--- src/verilog/usb_addr_consts.svh ---
// Register offsets, reset values and field positions of the peripheral address block
// Contract
// The address register holds the assigned device address and the enable flag in one writable byte.
// The enable flag sits at bit 7 and the address field in bits 6..0, all read/write, all reset to 0.
// The address field clears on a USB bus reset, a power-on reset and a soft reset.
// The enable flag clears on power-on or soft reset and keeps its value over a USB bus reset.
// While the enable flag is 0 the device answers no host traffic; setting it enables answers.
// Firmware answers an address request by writing the enabled address, then a zero-length status.
// Matching stays on the old address after the write and moves to the new one at the status ack.
// A read returns the written value as changed by resets, never the active address while pending.
`ifndef USB_ADDR_CONSTS_SVH
`define USB_ADDR_CONSTS_SVH
`define OFS_USB_ADDRESS     10'h200
`define OFS_EP_MAX_PACKET   10'h204
`define OFS_EP_KIND         10'h208
`define OFS_MODE_CONTROL    10'h20c
`define OFS_IRQ_CONFIG      10'h210
`define OFS_DEBUG_CONTROL   10'h212
`define OFS_IRQ_ENABLE      10'h214
`define OFS_IRQ_STATUS      10'h218
`define OFS_BUF_BYTE_LEN    10'h21c
`define OFS_BUF_FILL        10'h21e
`define OFS_FIFO_DATA       10'h220
`define OFS_EP_CTRL_FUNC    10'h228
`define OFS_EP_SELECT       10'h22c
`define OFS_DMA_COMMAND     10'h230
`define OFS_DMA_XFER_COUNT  10'h234
`define OFS_DMA_CONFIG      10'h238
`define OFS_DMA_HANDSHAKE   10'h23c
`define OFS_DMA_IRQ_REASON  10'h250
`define OFS_DMA_IRQ_ENABLE  10'h254
`define OFS_DMA_EP_SELECT   10'h258
`define OFS_DMA_BURST_LEN   10'h264
`define OFS_CHIP_ID         10'h270
`define OFS_FRAME_NUMBER    10'h274
`define OFS_SCRATCH_PAD     10'h278
`define OFS_REG_UNLOCK      10'h27c
`define OFS_IRQ_PULSE_WIDTH 10'h280
`define OFS_TEST_MODE       10'h284
`define OFS_HW_MODE         10'h300
`define OFS_DUAL_ROLE       10'h374
`define RST_ZERO            32'h0000_0000
`define RST_IRQ_CONFIG      32'h0000_00fc
`define RST_DEBUG_CONTROL   32'h0000_0008
`define RST_EP_SELECT       32'h0000_0020
`define RST_DMA_COMMAND     32'h0000_00ff
`define RST_DMA_CONFIG      32'h0000_0001
`define RST_DMA_HANDSHAKE   32'h0000_0004
`define RST_DMA_BURST_LEN   32'h0000_0004
`define RST_IRQ_PULSE_WIDTH 32'h0000_001e
`define RST_DUAL_ROLE       32'h0000_0086
`define DEV_ENABLE_POS      7
`define DEV_ADDR_MSB        6
`define SOFT_RESET_POS      4
`endif

--- src/verilog/usb_addr_pkg.sv ---
// Types shared by the peripheral address block
package usb_addr_pkg;
  typedef enum logic [3:0] {
    acc_rw  = 4'b0001,
    acc_ro  = 4'b0010,
    acc_wo  = 4'b0100,
    acc_w1c = 4'b1000
  } acc_type;
  typedef struct packed {
    logic [31:0] rst;
    logic [31:0] mask;
    acc_type     acc;
  } reg_desc_type;
  typedef logic [4:0] slot_type;
endpackage

--- src/verilog/addr_ctrl_if.sv ---
// Carrier between the register slave and the device address tracker
`timescale 1ns/1ps
interface addr_ctrl_if;
  logic       sw_write;    // One-cycle write of the address register
  logic [7:0] sw_wdata;
  logic       bus_reset;
  logic       soft_reset;
  logic       status_ack;
  logic [7:0] reg_value;
  logic [6:0] active_addr;
  logic       pending;
  modport ctrl (output sw_write, sw_wdata, bus_reset, soft_reset, status_ack,
                input  reg_value, active_addr, pending);
  modport tracker (input  sw_write, sw_wdata, bus_reset, soft_reset, status_ack,
                   output reg_value, active_addr, pending);
endinterface

--- src/verilog/usb_device_address_register.sv ---
// Avalon-MM register slave of the peripheral controller with the device address logic
`timescale 1ns/1ps
`include "usb_addr_consts.svh"
module usb_device_address_register
  import usb_addr_pkg::*;
#(
  parameter int          ADDR_W  = 12,
  parameter logic [31:0] CHIP_ID = 32'h0000_a5a5 // Arbitrary identification value
)
(
  input  wire logic              clk_in,
  input  wire logic              rst_in,
  input  wire logic [ADDR_W-1:0] avs_address_in,
  input  wire logic              avs_read_in,
  input  wire logic              avs_write_in,
  input  wire logic [31:0]       avs_writedata_in,
  input  wire logic [3:0]        avs_byteenable_in,
  output logic      [31:0]       avs_readdata_out,
  output logic                   avs_waitrequest_out,
  input  wire logic              usb_bus_reset_in,
  input  wire logic              status_ack_in,
  input  wire logic              token_valid_in,
  input  wire logic [6:0]        token_addr_in,
  input  wire logic [15:0]       frame_number_in,
  output logic                   token_match_out,
  output logic                   respond_enable_out,
  output logic      [6:0]        active_addr_out,
  output logic                   addr_pending_out
);
  localparam logic [31:0] M8  = 32'h0000_00ff;
  localparam logic [31:0] M16 = 32'h0000_ffff;
  localparam logic [31:0] M32 = 32'hffff_ffff;
  localparam slot_type SLOT_NONE  = 5'd0;
  localparam slot_type SLOT_ADDR  = 5'd1;
  localparam slot_type SLOT_MODE  = 5'd4;
  localparam slot_type SLOT_CHIP  = 5'd22;
  localparam slot_type SLOT_FRAME = 5'd23;
  localparam slot_type SLOT_LAST  = 5'd29;
  localparam int       FIRST_MEM  = 2;
  localparam int       LAST_MEM   = 29;

  // The word index needs byte address bits 11..2
  generate
    if (ADDR_W < 12) begin : g_addr_check
      $error("ADDR_W must be at least 12");
    end
  endgenerate

  // Offset index to storage slot; zero marks an unmapped word
  function automatic slot_type slot_of(input logic [9:0] idx);
    slot_type s;
    s = SLOT_NONE;
    case (idx)
      `OFS_USB_ADDRESS:     s = SLOT_ADDR;
      `OFS_EP_MAX_PACKET:   s = 5'd2;
      `OFS_EP_KIND:         s = 5'd3;
      `OFS_MODE_CONTROL:    s = SLOT_MODE;
      `OFS_IRQ_CONFIG:      s = 5'd5;
      `OFS_DEBUG_CONTROL:   s = 5'd6;
      `OFS_IRQ_ENABLE:      s = 5'd7;
      `OFS_IRQ_STATUS:      s = 5'd8;
      `OFS_BUF_BYTE_LEN:    s = 5'd9;
      `OFS_BUF_FILL:        s = 5'd10;
      `OFS_FIFO_DATA:       s = 5'd11;
      `OFS_EP_CTRL_FUNC:    s = 5'd12;
      `OFS_EP_SELECT:       s = 5'd13;
      `OFS_DMA_COMMAND:     s = 5'd14;
      `OFS_DMA_XFER_COUNT:  s = 5'd15;
      `OFS_DMA_CONFIG:      s = 5'd16;
      `OFS_DMA_HANDSHAKE:   s = 5'd17;
      `OFS_DMA_IRQ_REASON:  s = 5'd18;
      `OFS_DMA_IRQ_ENABLE:  s = 5'd19;
      `OFS_DMA_EP_SELECT:   s = 5'd20;
      `OFS_DMA_BURST_LEN:   s = 5'd21;
      `OFS_CHIP_ID:         s = SLOT_CHIP;
      `OFS_FRAME_NUMBER:    s = SLOT_FRAME;
      `OFS_SCRATCH_PAD:     s = 5'd24;
      `OFS_REG_UNLOCK:      s = 5'd25;
      `OFS_IRQ_PULSE_WIDTH: s = 5'd26;
      `OFS_TEST_MODE:       s = 5'd27;
      `OFS_HW_MODE:         s = 5'd28;
      `OFS_DUAL_ROLE:       s = SLOT_LAST;
      default:              s = SLOT_NONE;
    endcase
    return s;
  endfunction

  // Reset value, implemented width and access kind of each slot
  function automatic reg_desc_type desc_of(input slot_type s);
    reg_desc_type d;
    d = '{`RST_ZERO, 32'h0000_0000, acc_ro};
    case (s)
      SLOT_ADDR:  d = '{`RST_ZERO, M8, acc_rw};
      5'd2:       d = '{`RST_ZERO, M16, acc_rw};
      5'd3:       d = '{`RST_ZERO, M16, acc_rw};
      SLOT_MODE:  d = '{`RST_ZERO, M16, acc_rw};
      5'd5:       d = '{`RST_IRQ_CONFIG, M8, acc_rw};
      5'd6:       d = '{`RST_DEBUG_CONTROL, M16, acc_rw};
      5'd7:       d = '{`RST_ZERO, M32, acc_rw};
      5'd8:       d = '{`RST_ZERO, M32, acc_w1c};
      5'd9:       d = '{`RST_ZERO, M16, acc_rw};
      5'd10:      d = '{`RST_ZERO, M8, acc_rw};
      5'd11:      d = '{`RST_ZERO, M32, acc_rw};
      5'd12:      d = '{`RST_ZERO, M8, acc_rw};
      5'd13:      d = '{`RST_EP_SELECT, M8, acc_rw};
      5'd14:      d = '{`RST_DMA_COMMAND, M8, acc_wo};
      5'd15:      d = '{`RST_ZERO, M32, acc_rw};
      5'd16:      d = '{`RST_DMA_CONFIG, M16, acc_rw};
      5'd17:      d = '{`RST_DMA_HANDSHAKE, M8, acc_rw};
      5'd18:      d = '{`RST_ZERO, M16, acc_w1c};
      5'd19:      d = '{`RST_ZERO, M16, acc_rw};
      5'd20:      d = '{`RST_ZERO, M8, acc_rw};
      5'd21:      d = '{`RST_DMA_BURST_LEN, M16, acc_rw};
      SLOT_CHIP:  d = '{`RST_ZERO, M32, acc_ro};
      SLOT_FRAME: d = '{`RST_ZERO, M16, acc_ro};
      5'd24:      d = '{`RST_ZERO, M16, acc_rw};
      5'd25:      d = '{`RST_ZERO, M16, acc_wo};
      5'd26:      d = '{`RST_IRQ_PULSE_WIDTH, M16, acc_rw};
      5'd27:      d = '{`RST_ZERO, M8, acc_rw};
      5'd28:      d = '{`RST_ZERO, M32, acc_rw};
      SLOT_LAST:  d = '{`RST_DUAL_ROLE, M32, acc_rw};
      default:    d = '{`RST_ZERO, 32'h0000_0000, acc_ro};
    endcase
    return d;
  endfunction

  // Expand byte enables to a bit mask
  function automatic logic [31:0] lane_mask(input logic [3:0] be);
    logic [31:0] m;
    m = 32'h0000_0000;
    for (int b = 0; b < 4; b++) begin
      m[8*b +: 8] = {8{be[b]}};
    end
    return m;
  endfunction

  addr_ctrl_if ctl ();

  logic         ack_r;
  logic         req;
  logic         wr_fire;
  slot_type     slot;
  reg_desc_type desc;
  logic [31:0]  wr_mask;
  logic [31:0]  rd_value;
  logic [31:0]  readdata_r;
  logic         soft_reset_r;
  logic         token_match_r;
  logic         respond_enable_r;
  logic [31:0]  regs_r [FIRST_MEM:LAST_MEM];

  // Every access takes two cycles: decode, then answer with waitrequest low
  assign req                 = avs_read_in | avs_write_in;
  assign avs_waitrequest_out = req & ~ack_r;
  assign wr_fire             = avs_write_in & ack_r;
  assign slot                = slot_of(avs_address_in[11:2]);
  assign desc                = desc_of(slot);
  assign wr_mask             = lane_mask(avs_byteenable_in) & desc.mask;

  // Answer strobe; drops after each answered cycle so back-to-back works
  always_ff @(posedge clk_in or posedge rst_in) begin
    if (rst_in) begin
      ack_r <= 1'b0;
    end else begin
      ack_r <= req & ~ack_r;
    end
  end

  // Read source; write-only and unmapped words read as zero
  always_comb begin
    rd_value = 32'h0000_0000;
    if (slot == SLOT_ADDR) begin
      rd_value = {24'h00_0000, ctl.reg_value};
    end else if (slot == SLOT_CHIP) begin
      rd_value = CHIP_ID;
    end else if (slot == SLOT_FRAME) begin
      rd_value = {16'h0000, frame_number_in};
    end else if (slot != SLOT_NONE && (desc.acc == acc_rw || desc.acc == acc_w1c)) begin
      rd_value = regs_r[slot] & desc.mask;
    end
  end

  // Read data is captured in the decode cycle and stands while waitrequest is low
  always_ff @(posedge clk_in or posedge rst_in) begin
    if (rst_in) begin
      readdata_r <= 32'h0000_0000;
    end else if (avs_read_in && !ack_r) begin
      readdata_r <= rd_value;
    end
  end
  assign avs_readdata_out = readdata_r;

  // Plain storage words; write-only words keep what was written but never show it
  always_ff @(posedge clk_in or posedge rst_in) begin
    if (rst_in) begin
      for (int i = FIRST_MEM; i <= LAST_MEM; i++) begin
        regs_r[i] <= desc_of(slot_type'(i)).rst;
      end
    end else if (wr_fire && slot >= 5'd2) begin
      unique case (desc.acc)
        acc_rw, acc_wo: regs_r[slot] <= (regs_r[slot] & ~wr_mask) | (avs_writedata_in & wr_mask);
        acc_w1c:        regs_r[slot] <= regs_r[slot] & ~(avs_writedata_in & wr_mask);
        acc_ro:         regs_r[slot] <= regs_r[slot];
      endcase
    end
  end

  // Soft reset is a one-cycle pulse after a mode write with the reset bit set
  always_ff @(posedge clk_in or posedge rst_in) begin
    if (rst_in) begin
      soft_reset_r <= 1'b0;
    end else begin
      soft_reset_r <= wr_fire && slot == SLOT_MODE && avs_byteenable_in[0] &&
                      avs_writedata_in[`SOFT_RESET_POS];
    end
  end

  // Address register writes need the low byte lane
  assign ctl.sw_write   = wr_fire && slot == SLOT_ADDR && avs_byteenable_in[0];
  assign ctl.sw_wdata   = avs_writedata_in[7:0];
  assign ctl.bus_reset  = usb_bus_reset_in;
  assign ctl.soft_reset = soft_reset_r;
  assign ctl.status_ack = status_ack_in;

  address_tracker u_tracker (
    .clk_in (clk_in),
    .rst_in (rst_in),
    .ctl    (ctl)
  );

  // Token match only while enabled and only on the active address
  always_ff @(posedge clk_in or posedge rst_in) begin
    if (rst_in) begin
      token_match_r    <= 1'b0;
      respond_enable_r <= 1'b0;
    end else begin
      token_match_r <= token_valid_in && ctl.reg_value[`DEV_ENABLE_POS] &&
                       token_addr_in == ctl.active_addr;
      respond_enable_r <= ctl.reg_value[`DEV_ENABLE_POS];
    end
  end

  assign token_match_out    = token_match_r;
  assign respond_enable_out = respond_enable_r;
  assign active_addr_out    = ctl.active_addr;
  assign addr_pending_out   = ctl.pending;
endmodule

--- src/verilog/address_tracker.sv ---
// Device address register with deferred activation of a new address
`timescale 1ns/1ps
`include "usb_addr_consts.svh"
module address_tracker
  import usb_addr_pkg::*;
(
  input  wire logic    clk_in,
  input  wire logic    rst_in,
  addr_ctrl_if.tracker ctl
);
  logic       enable_r;
  logic [6:0] addr_field_r;
  logic [6:0] active_addr_r;
  logic       pending_r;

  // Enable flag survives a USB bus reset
  always_ff @(posedge clk_in or posedge rst_in) begin
    if (rst_in) begin
      enable_r <= 1'b0;
    end else if (ctl.soft_reset) begin
      enable_r <= 1'b0;
    end else if (ctl.sw_write) begin
      enable_r <= ctl.sw_wdata[`DEV_ENABLE_POS];
    end
  end

  // Address field; a bus reset beats a write in the same cycle
  always_ff @(posedge clk_in or posedge rst_in) begin
    if (rst_in) begin
      addr_field_r <= 7'h00;
    end else if (ctl.soft_reset || ctl.bus_reset) begin
      addr_field_r <= 7'h00;
    end else if (ctl.sw_write) begin
      addr_field_r <= ctl.sw_wdata[`DEV_ADDR_MSB:0];
    end
  end

  // Matching keeps the old address until the host acks the status packet
  always_ff @(posedge clk_in or posedge rst_in) begin
    if (rst_in) begin
      active_addr_r <= 7'h00;
      pending_r     <= 1'b0;
    end else if (ctl.soft_reset || ctl.bus_reset) begin
      active_addr_r <= 7'h00;
      pending_r     <= 1'b0;
    end else if (ctl.sw_write) begin
      pending_r <= 1'b1;
    end else if (ctl.status_ack && pending_r) begin
      active_addr_r <= addr_field_r;
      pending_r     <= 1'b0;
    end
  end

  // Software sees the written value, not the active one
  assign ctl.reg_value   = {enable_r, addr_field_r};
  assign ctl.active_addr = active_addr_r;
  assign ctl.pending     = pending_r;
endmodule

--- config.mk ---
export PLATFORM = sky130hd
export DESIGN_NAME = usb_device_address_register
export DESIGN_NICKNAME = d
export VERILOG_FILES = /design/src/verilog/usb_addr_pkg.sv /design/src/verilog/addr_ctrl_if.sv /design/src/verilog/usb_device_address_register.sv /design/src/verilog/address_tracker.sv
export VERILOG_INCLUDE_DIRS = /design/src /design/src/verilog
export SDC_FILE = /design/constraint.sdc
export NUM_CORES = 2
export LEC_CHECK = 0
export BUFFER_PORTS_ARGS = -buffer_cell sky130_fd_sc_hd__buf_2
export CORE_UTILIZATION = 40
export CTS_CLUSTER_DIAMETER = 150
export DETAILED_ROUTE_END_ITERATION = 16
export SLEW_MARGIN = 0
export SYNTH_ARGS = -nofsm -noshare
export SYNTH_HDL_FRONTEND = slang
export SYNTH_SLANG_ARGS = --single-unit
--- constraint.sdc ---
create_clock -name clk_in -period 31.2 [get_ports clk_in]
set_clock_uncertainty 0.05 [all_clocks]
set_input_delay 1.56 -clock clk_in [delete_from_list [all_inputs] [get_ports clk_in]]
set_output_delay 1.56 -clock clk_in [all_outputs]
set_load 0.01 [all_outputs]
Yosys cells after proc, flatten, opt, wreduce, memory -nomap -nowiden

Memories as Yosys holds them, arrays and structs flattened.
Cells that the tools add are included.

Register bits: 948
Bits in read-only memories: 1408
Bits of input ports: 78
Output and inout bits: 43
Word-level logic and storage cells: 139
Memories kept: 1

Memory list:

| memory           | words | bits a word | read ports | clocked after memory_dff | write ports | RTL line                          | text |
|---|---|---|---|---|---|---|---|
| (name not given) | 32    | 44          | 1          | 0                        | 0           | usb_device_address_register.sv:92 | `case (s)` |

Order comparisons: 3
Equal/unequal tests: 39
Mux-type cells: 24
Bitwise operators: 13
Reduce and logical (&&, ||, !) cells: 22

Operators by type and width:

| kind                   | count |
|---|---|
| $bwmux W896            | 3 |
| $pmux W896 S3          | 1 |
| $eq A10 B10 Y1 const B | 29 |
| $mux W32               | 7 |
| $and A32 B32 Y32       | 5 |
| $bmux W32 S5           | 1 |
| $demux W32 S5          | 1 |
| $pmux W5 S29           | 1 |
| $not A32 Y32           | 2 |
| $mux W7                | 5 |
| $or A32 B32 Y32        | 1 |
| $logic_and A1 B1 Y1    | 12 |
| $eq A5 B5 Y1 const B   | 2 |
| $eq A7 B7 Y1           | 1 |
| $ge A6 B6 Y1 const B   | 1 |
| $lt A6 B1 Y1 const B   | 1 |
| $not A5 Y6             | 1 |
| $reduce_bool A2 Y1     | 3 |
| $eq A5 B1 Y1 const B   | 1 |
| $eq A5 B3 Y1 const B   | 1 |
| $ge A5 B2 Y1 const B   | 1 |
| $mux W1                | 5 |
| $reduce_bool A5 Y1     | 1 |
| $eq A4 B1 Y1 const B   | 1 |
| other kinds (12)       | 14 |

Logic depth before layout (Yosys ltp)

Word-level depth: 11
Depth in mapped cells: 25
Depth with buffers taken out: 14

Hierarchy

Synthesis repeated with hierarchy kept, for this count alone.

Cell total of the unflattened synthesis: 5181
Area, all modules: 47506.8 µm²

By module, submodules not included:

| module                      | times used | cells an instance | area each (µm²) | sequential area each (µm²) |
|---|---|---|---|---|
| usb_device_address_register | 1          | 5116              | 46708.5         | 23354.9 |
| address_tracker             | 1          | 65                | 798.3           | 400.4 |

Worst setup path before layout

No wires, ideal clock.

Path kind: input -> register
Start: input avs_address_in[7]
End: register with a tool-made name
Setup time: 0.133 ns
Arrival time: 5.750 ns
Required time: 31.017 ns
Path slack: 25.267 ns
Stages on the path: 20
Path buffers: 9
Cells stage by stage: buf_2 > or4b_1 > or2_1 > a31o_2 > nand3_2 > inv_2 > buf_6 > buf_6 > buf_6 > buf_6 > buf_6 > buf_2 > ha_1 > and3_1 > clkbuf_1 > o32ai_2 > o21ai_1 > o32ai_1 > clkbuf_1 > o21ai_0

RTL lines:

| item            | RTL line                          | text |
|---|---|---|
| start, declared | usb_device_address_register.sv:13 | `input wire logic [ADDR_W-1:0] avs_address_in,` |

==> summary.txt <==
CTS
  – Worst skew pair latency: 710 ps
  – Number of clock sinks: 948
  – Largest buffer count on any clock path: 3
  – Cts bufs inserted: 102
  – Clock tree root driver cell: clkbuf_16
  – Post-CTS setup buffer count: 0
  – Clock transition at path regs: 60 ps
  – Number of resized instances in the post-cts repair step: 0
  – Hold-fix buffer count after cts: 0
  – Number of H-tree branching levels: 3
  – CTS tree: yes

Critical path
  – Worst Reg2Reg Path Length in Cells: 6
  – Cells traversed along the worst timing path: buf_2 > or4b_1 > or2_1 > a31o_4 > nand3_4 > inv_8 > ha_1 > inv_1 > o22ai_1 > a32o_1 > buf_4 > nand3_1 > buf_4 > nor3_1 > o31ai_1
  – Master of the slowest instance on the critical path: nor3_1
  – Path length in cells of the critical path: 15
  – Data required time of the worst path: 31680 ps
  – Top fanout value on the critical path: 43
  – Delay-heaviest family, CP: simple AND/OR/NAND/NOR gates
  – Kind of launch point of the worst setup path: primary input
  – Worst Setup SP: avs_address_in[7]
  – Crit path DAT: 8600 ps
  – Most frequent cell on the critical path: buf_4
  – Endpoint type of the worst setup path: register
  – Buffer and inverter count on the worst path: 5
  – FF-to-FF setup slack: 27420 ps
  – Kind of critical path: in2reg
  – Crit-path max cell delay: 800 ps
  – Launch point of the worst reg-to-reg path: ack_r

Floorplan
  – Floorplan die width: 353 µm
  – Die outline area: 125000 µm²
  – Initial Utilization: 40.4%
  – Number of rows created at floorplan: 128
  – I/O pin count: 121
  – Height of the die: 353 µm
  – Core Footprint: 122000 µm²

Layout
  – Most frequent cells in the layout: 922 x dfrtp_1, 838 x nand2_1, 732 x o21ai_0, 267 x a21oi_1, 257 x mux2i_1
  – Area added between synthesis and finish: 10.8%
  – Final instance area: 54600 µm²
  – Number of nets in the finished design: 5201
  – Non-Filler Instances: 6839
  – Commonest non-fill, non-tap cell in the layout: dfrtp_1
  – Fraction of layout cells with a size suffix above 1: 14.1%

Power and ir drop
  – Total Power Consumption: 2.68 mW
  – Worst supply voltage drop on vdd: 0.0000447 V
  – Power density over cell area: 49.2 nW/µm²
  – Leakage Power: 23.8 nW

Drt
  – First-pass DRT Iterations: 8
  – Detailed-route vias per instance: 6.48
  – Total vias in the final route: 44294
  – DR WL/cell: 30.0 µm
  – Post-route ant nets: 0
  – Initial DRC count: 6025
  – DRT Wirelength: 205000 µm
  – DRC violation count after routing: 0

Global route
  – Congestion Overflow GR: 0
  – Pin count of the biggest net entering global routing: 166
  – Total routing resource utilization after global routing: 32.1%
  – Vias in the first global route: 41650
  – Wire length of the first global-routing pass: 297000 µm
  – Initial antenna violation count: 27

Timing
  – RSZ-0062 raised after global routing: no
  – Period minus WS final: 8120 ps
  – Worst relative slew slack: -5.95%
  – Number of slew-limit violations in the final report: 15
  – Setup violation total in the final timing report: 0
  – Max Freq: 123 MHz
  – Tcrit/Tclk final: 26.0%
  – Post-Route Setup TNS: 0 ps
  – Final hold violations: 0
  – Worst hold slack: 415 ps
  – Slew @ Worst Pin: 1590 ps

Place
  – Routability congestion estimate: 0.978
  – Dpl cells: 6636
  – Port Buffers: 118
  – HPWL Detailed: 123000 µm
  – Cell area after placement: 51100 µm²

Synthesis
  – Gate count of the mapped netlist: 5244
  – Area share of the leading cell type in the synthesized netlist: 46.8%
  – Area of the mapped netlist: 49300 µm²
  – FF+latch count, synth: 948
  – Synth area leaders: dfrtp_1 47%, o21ai_0 7.4%, nand2_1 6.5%
  – Cell taking the most area after synthesis: dfrtp_1
  – Post-Synthesis Net Count: 5330
  – Fraction of registers with async set or reset after synthesis: 100%
  – Predominant post-synthesis flop cell: dfrtp_1
  – YS warnings: 0
  – Mean cell area of the mapped netlist: 9.39 µm²
  – Number of enable flip-flop cells after synthesis: 0
  – Share of synthesized area occupied by flip-flops and latches: 48.2%
  – Post-synth cell types: 103

Hold path
  – Worst Hold Class: reg2reg
  – Depth of the worst hold-timing path: 1

Outcome
  – Outcome: complete, but fails checks
  – Failing checks: max-capacitance violations, max-slew violations

Flow run
  – Number of maximum-capacitance constraint violations: 1
==> worst reg2reg max path: stages (launching register included) <==
cell and delay (ps):
dfrtp_1 410, and2_0 320, o41a_1 810, nand2_1 890
buf_4 530, nor2_1 460, a221o_1 260
==> metal layers <==
layer  vias up  GRT usage [%]  part of all wire [%]
li1      18894              -                     -
met1     21789           42.4                    39
met2      2900           46.7                    42
met3       685           9.48                    12
met4        26           18.7                   6.6
met5         -              0                 0.095
==> kinds of logic (layout without fill, tap and decap cells) <==
family / count (synthesis) / count (layout) / share of synthesized area [%]
and+or+nand+nor: 1487 / 1487 / 13.6
AOI/OAI and AO/OA: 1838 / 1838 / 23.9
muxes: 404 / 404 / 8.58
xor gates and xnor gates: 10 / 10 / 0.178
DFF: 948 / 948 / 48.2
other: 0 / 10 / 0
adders and majority gates: 8 / 8 / 0.203
buffers and inverters: 549 / 509 / 5.25
==> how the worst min path moves through the flow <==
stage | start | to
global route | u_tracker.enable_r | respond_enable_out
detailed placement | ctl.soft_reset | u_tracker.enable_r
floorplan | u_tracker.enable_r | respond_enable_out
global placement | ctl.soft_reset | u_tracker.enable_r
CTS | ctl.soft_reset | u_tracker.enable_r
finish | ctl.soft_reset | u_tracker.enable_r
==> area by class of cell <==
class / instances / area (µm²)
antenna: 10 / 25.0
clock buffer: 154 / 3000
clock inverter: 39 / 452
fill: 11802 / 67500
inverter: 51 / 211
multi-input combinational: 3747 / 23300
sequential: 948 / 23800
tap: 1625 / 2030
timing repair buffer: 265 / 1790
==> Yosys cell counts, types with 74 or more instances <==
master,number
a211oi_1,104
a21oi_1,269
buf_2,129
clkbuf_1,280
dfrtp_1,922
mux2_2,146
mux2i_1,257
nand2_1,856
nand3_1,74
nor2_1,233
o21ai_0,733
o31ai_1,99
==> through the flow <==
step                util [%]  setup WS [ps]
floorplan                  -           2970
global placement        41.9          22630
detailed placement      41.9          22640
CTS                     44.7          23350
global route            44.7          23010
finish                  44.7          23080
==> power by group <==
group          switching, mW  internal [mW]  leakage [nW]  total, mW
clock                  0.541          0.725          1.70       1.27
sequential           0.00416           1.24          13.0       1.24
combinational          0.138         0.0377          9.10      0.176
total                  0.683           2.00          23.8       2.68
No activity file was read; power rests on OpenSTA's default activity.
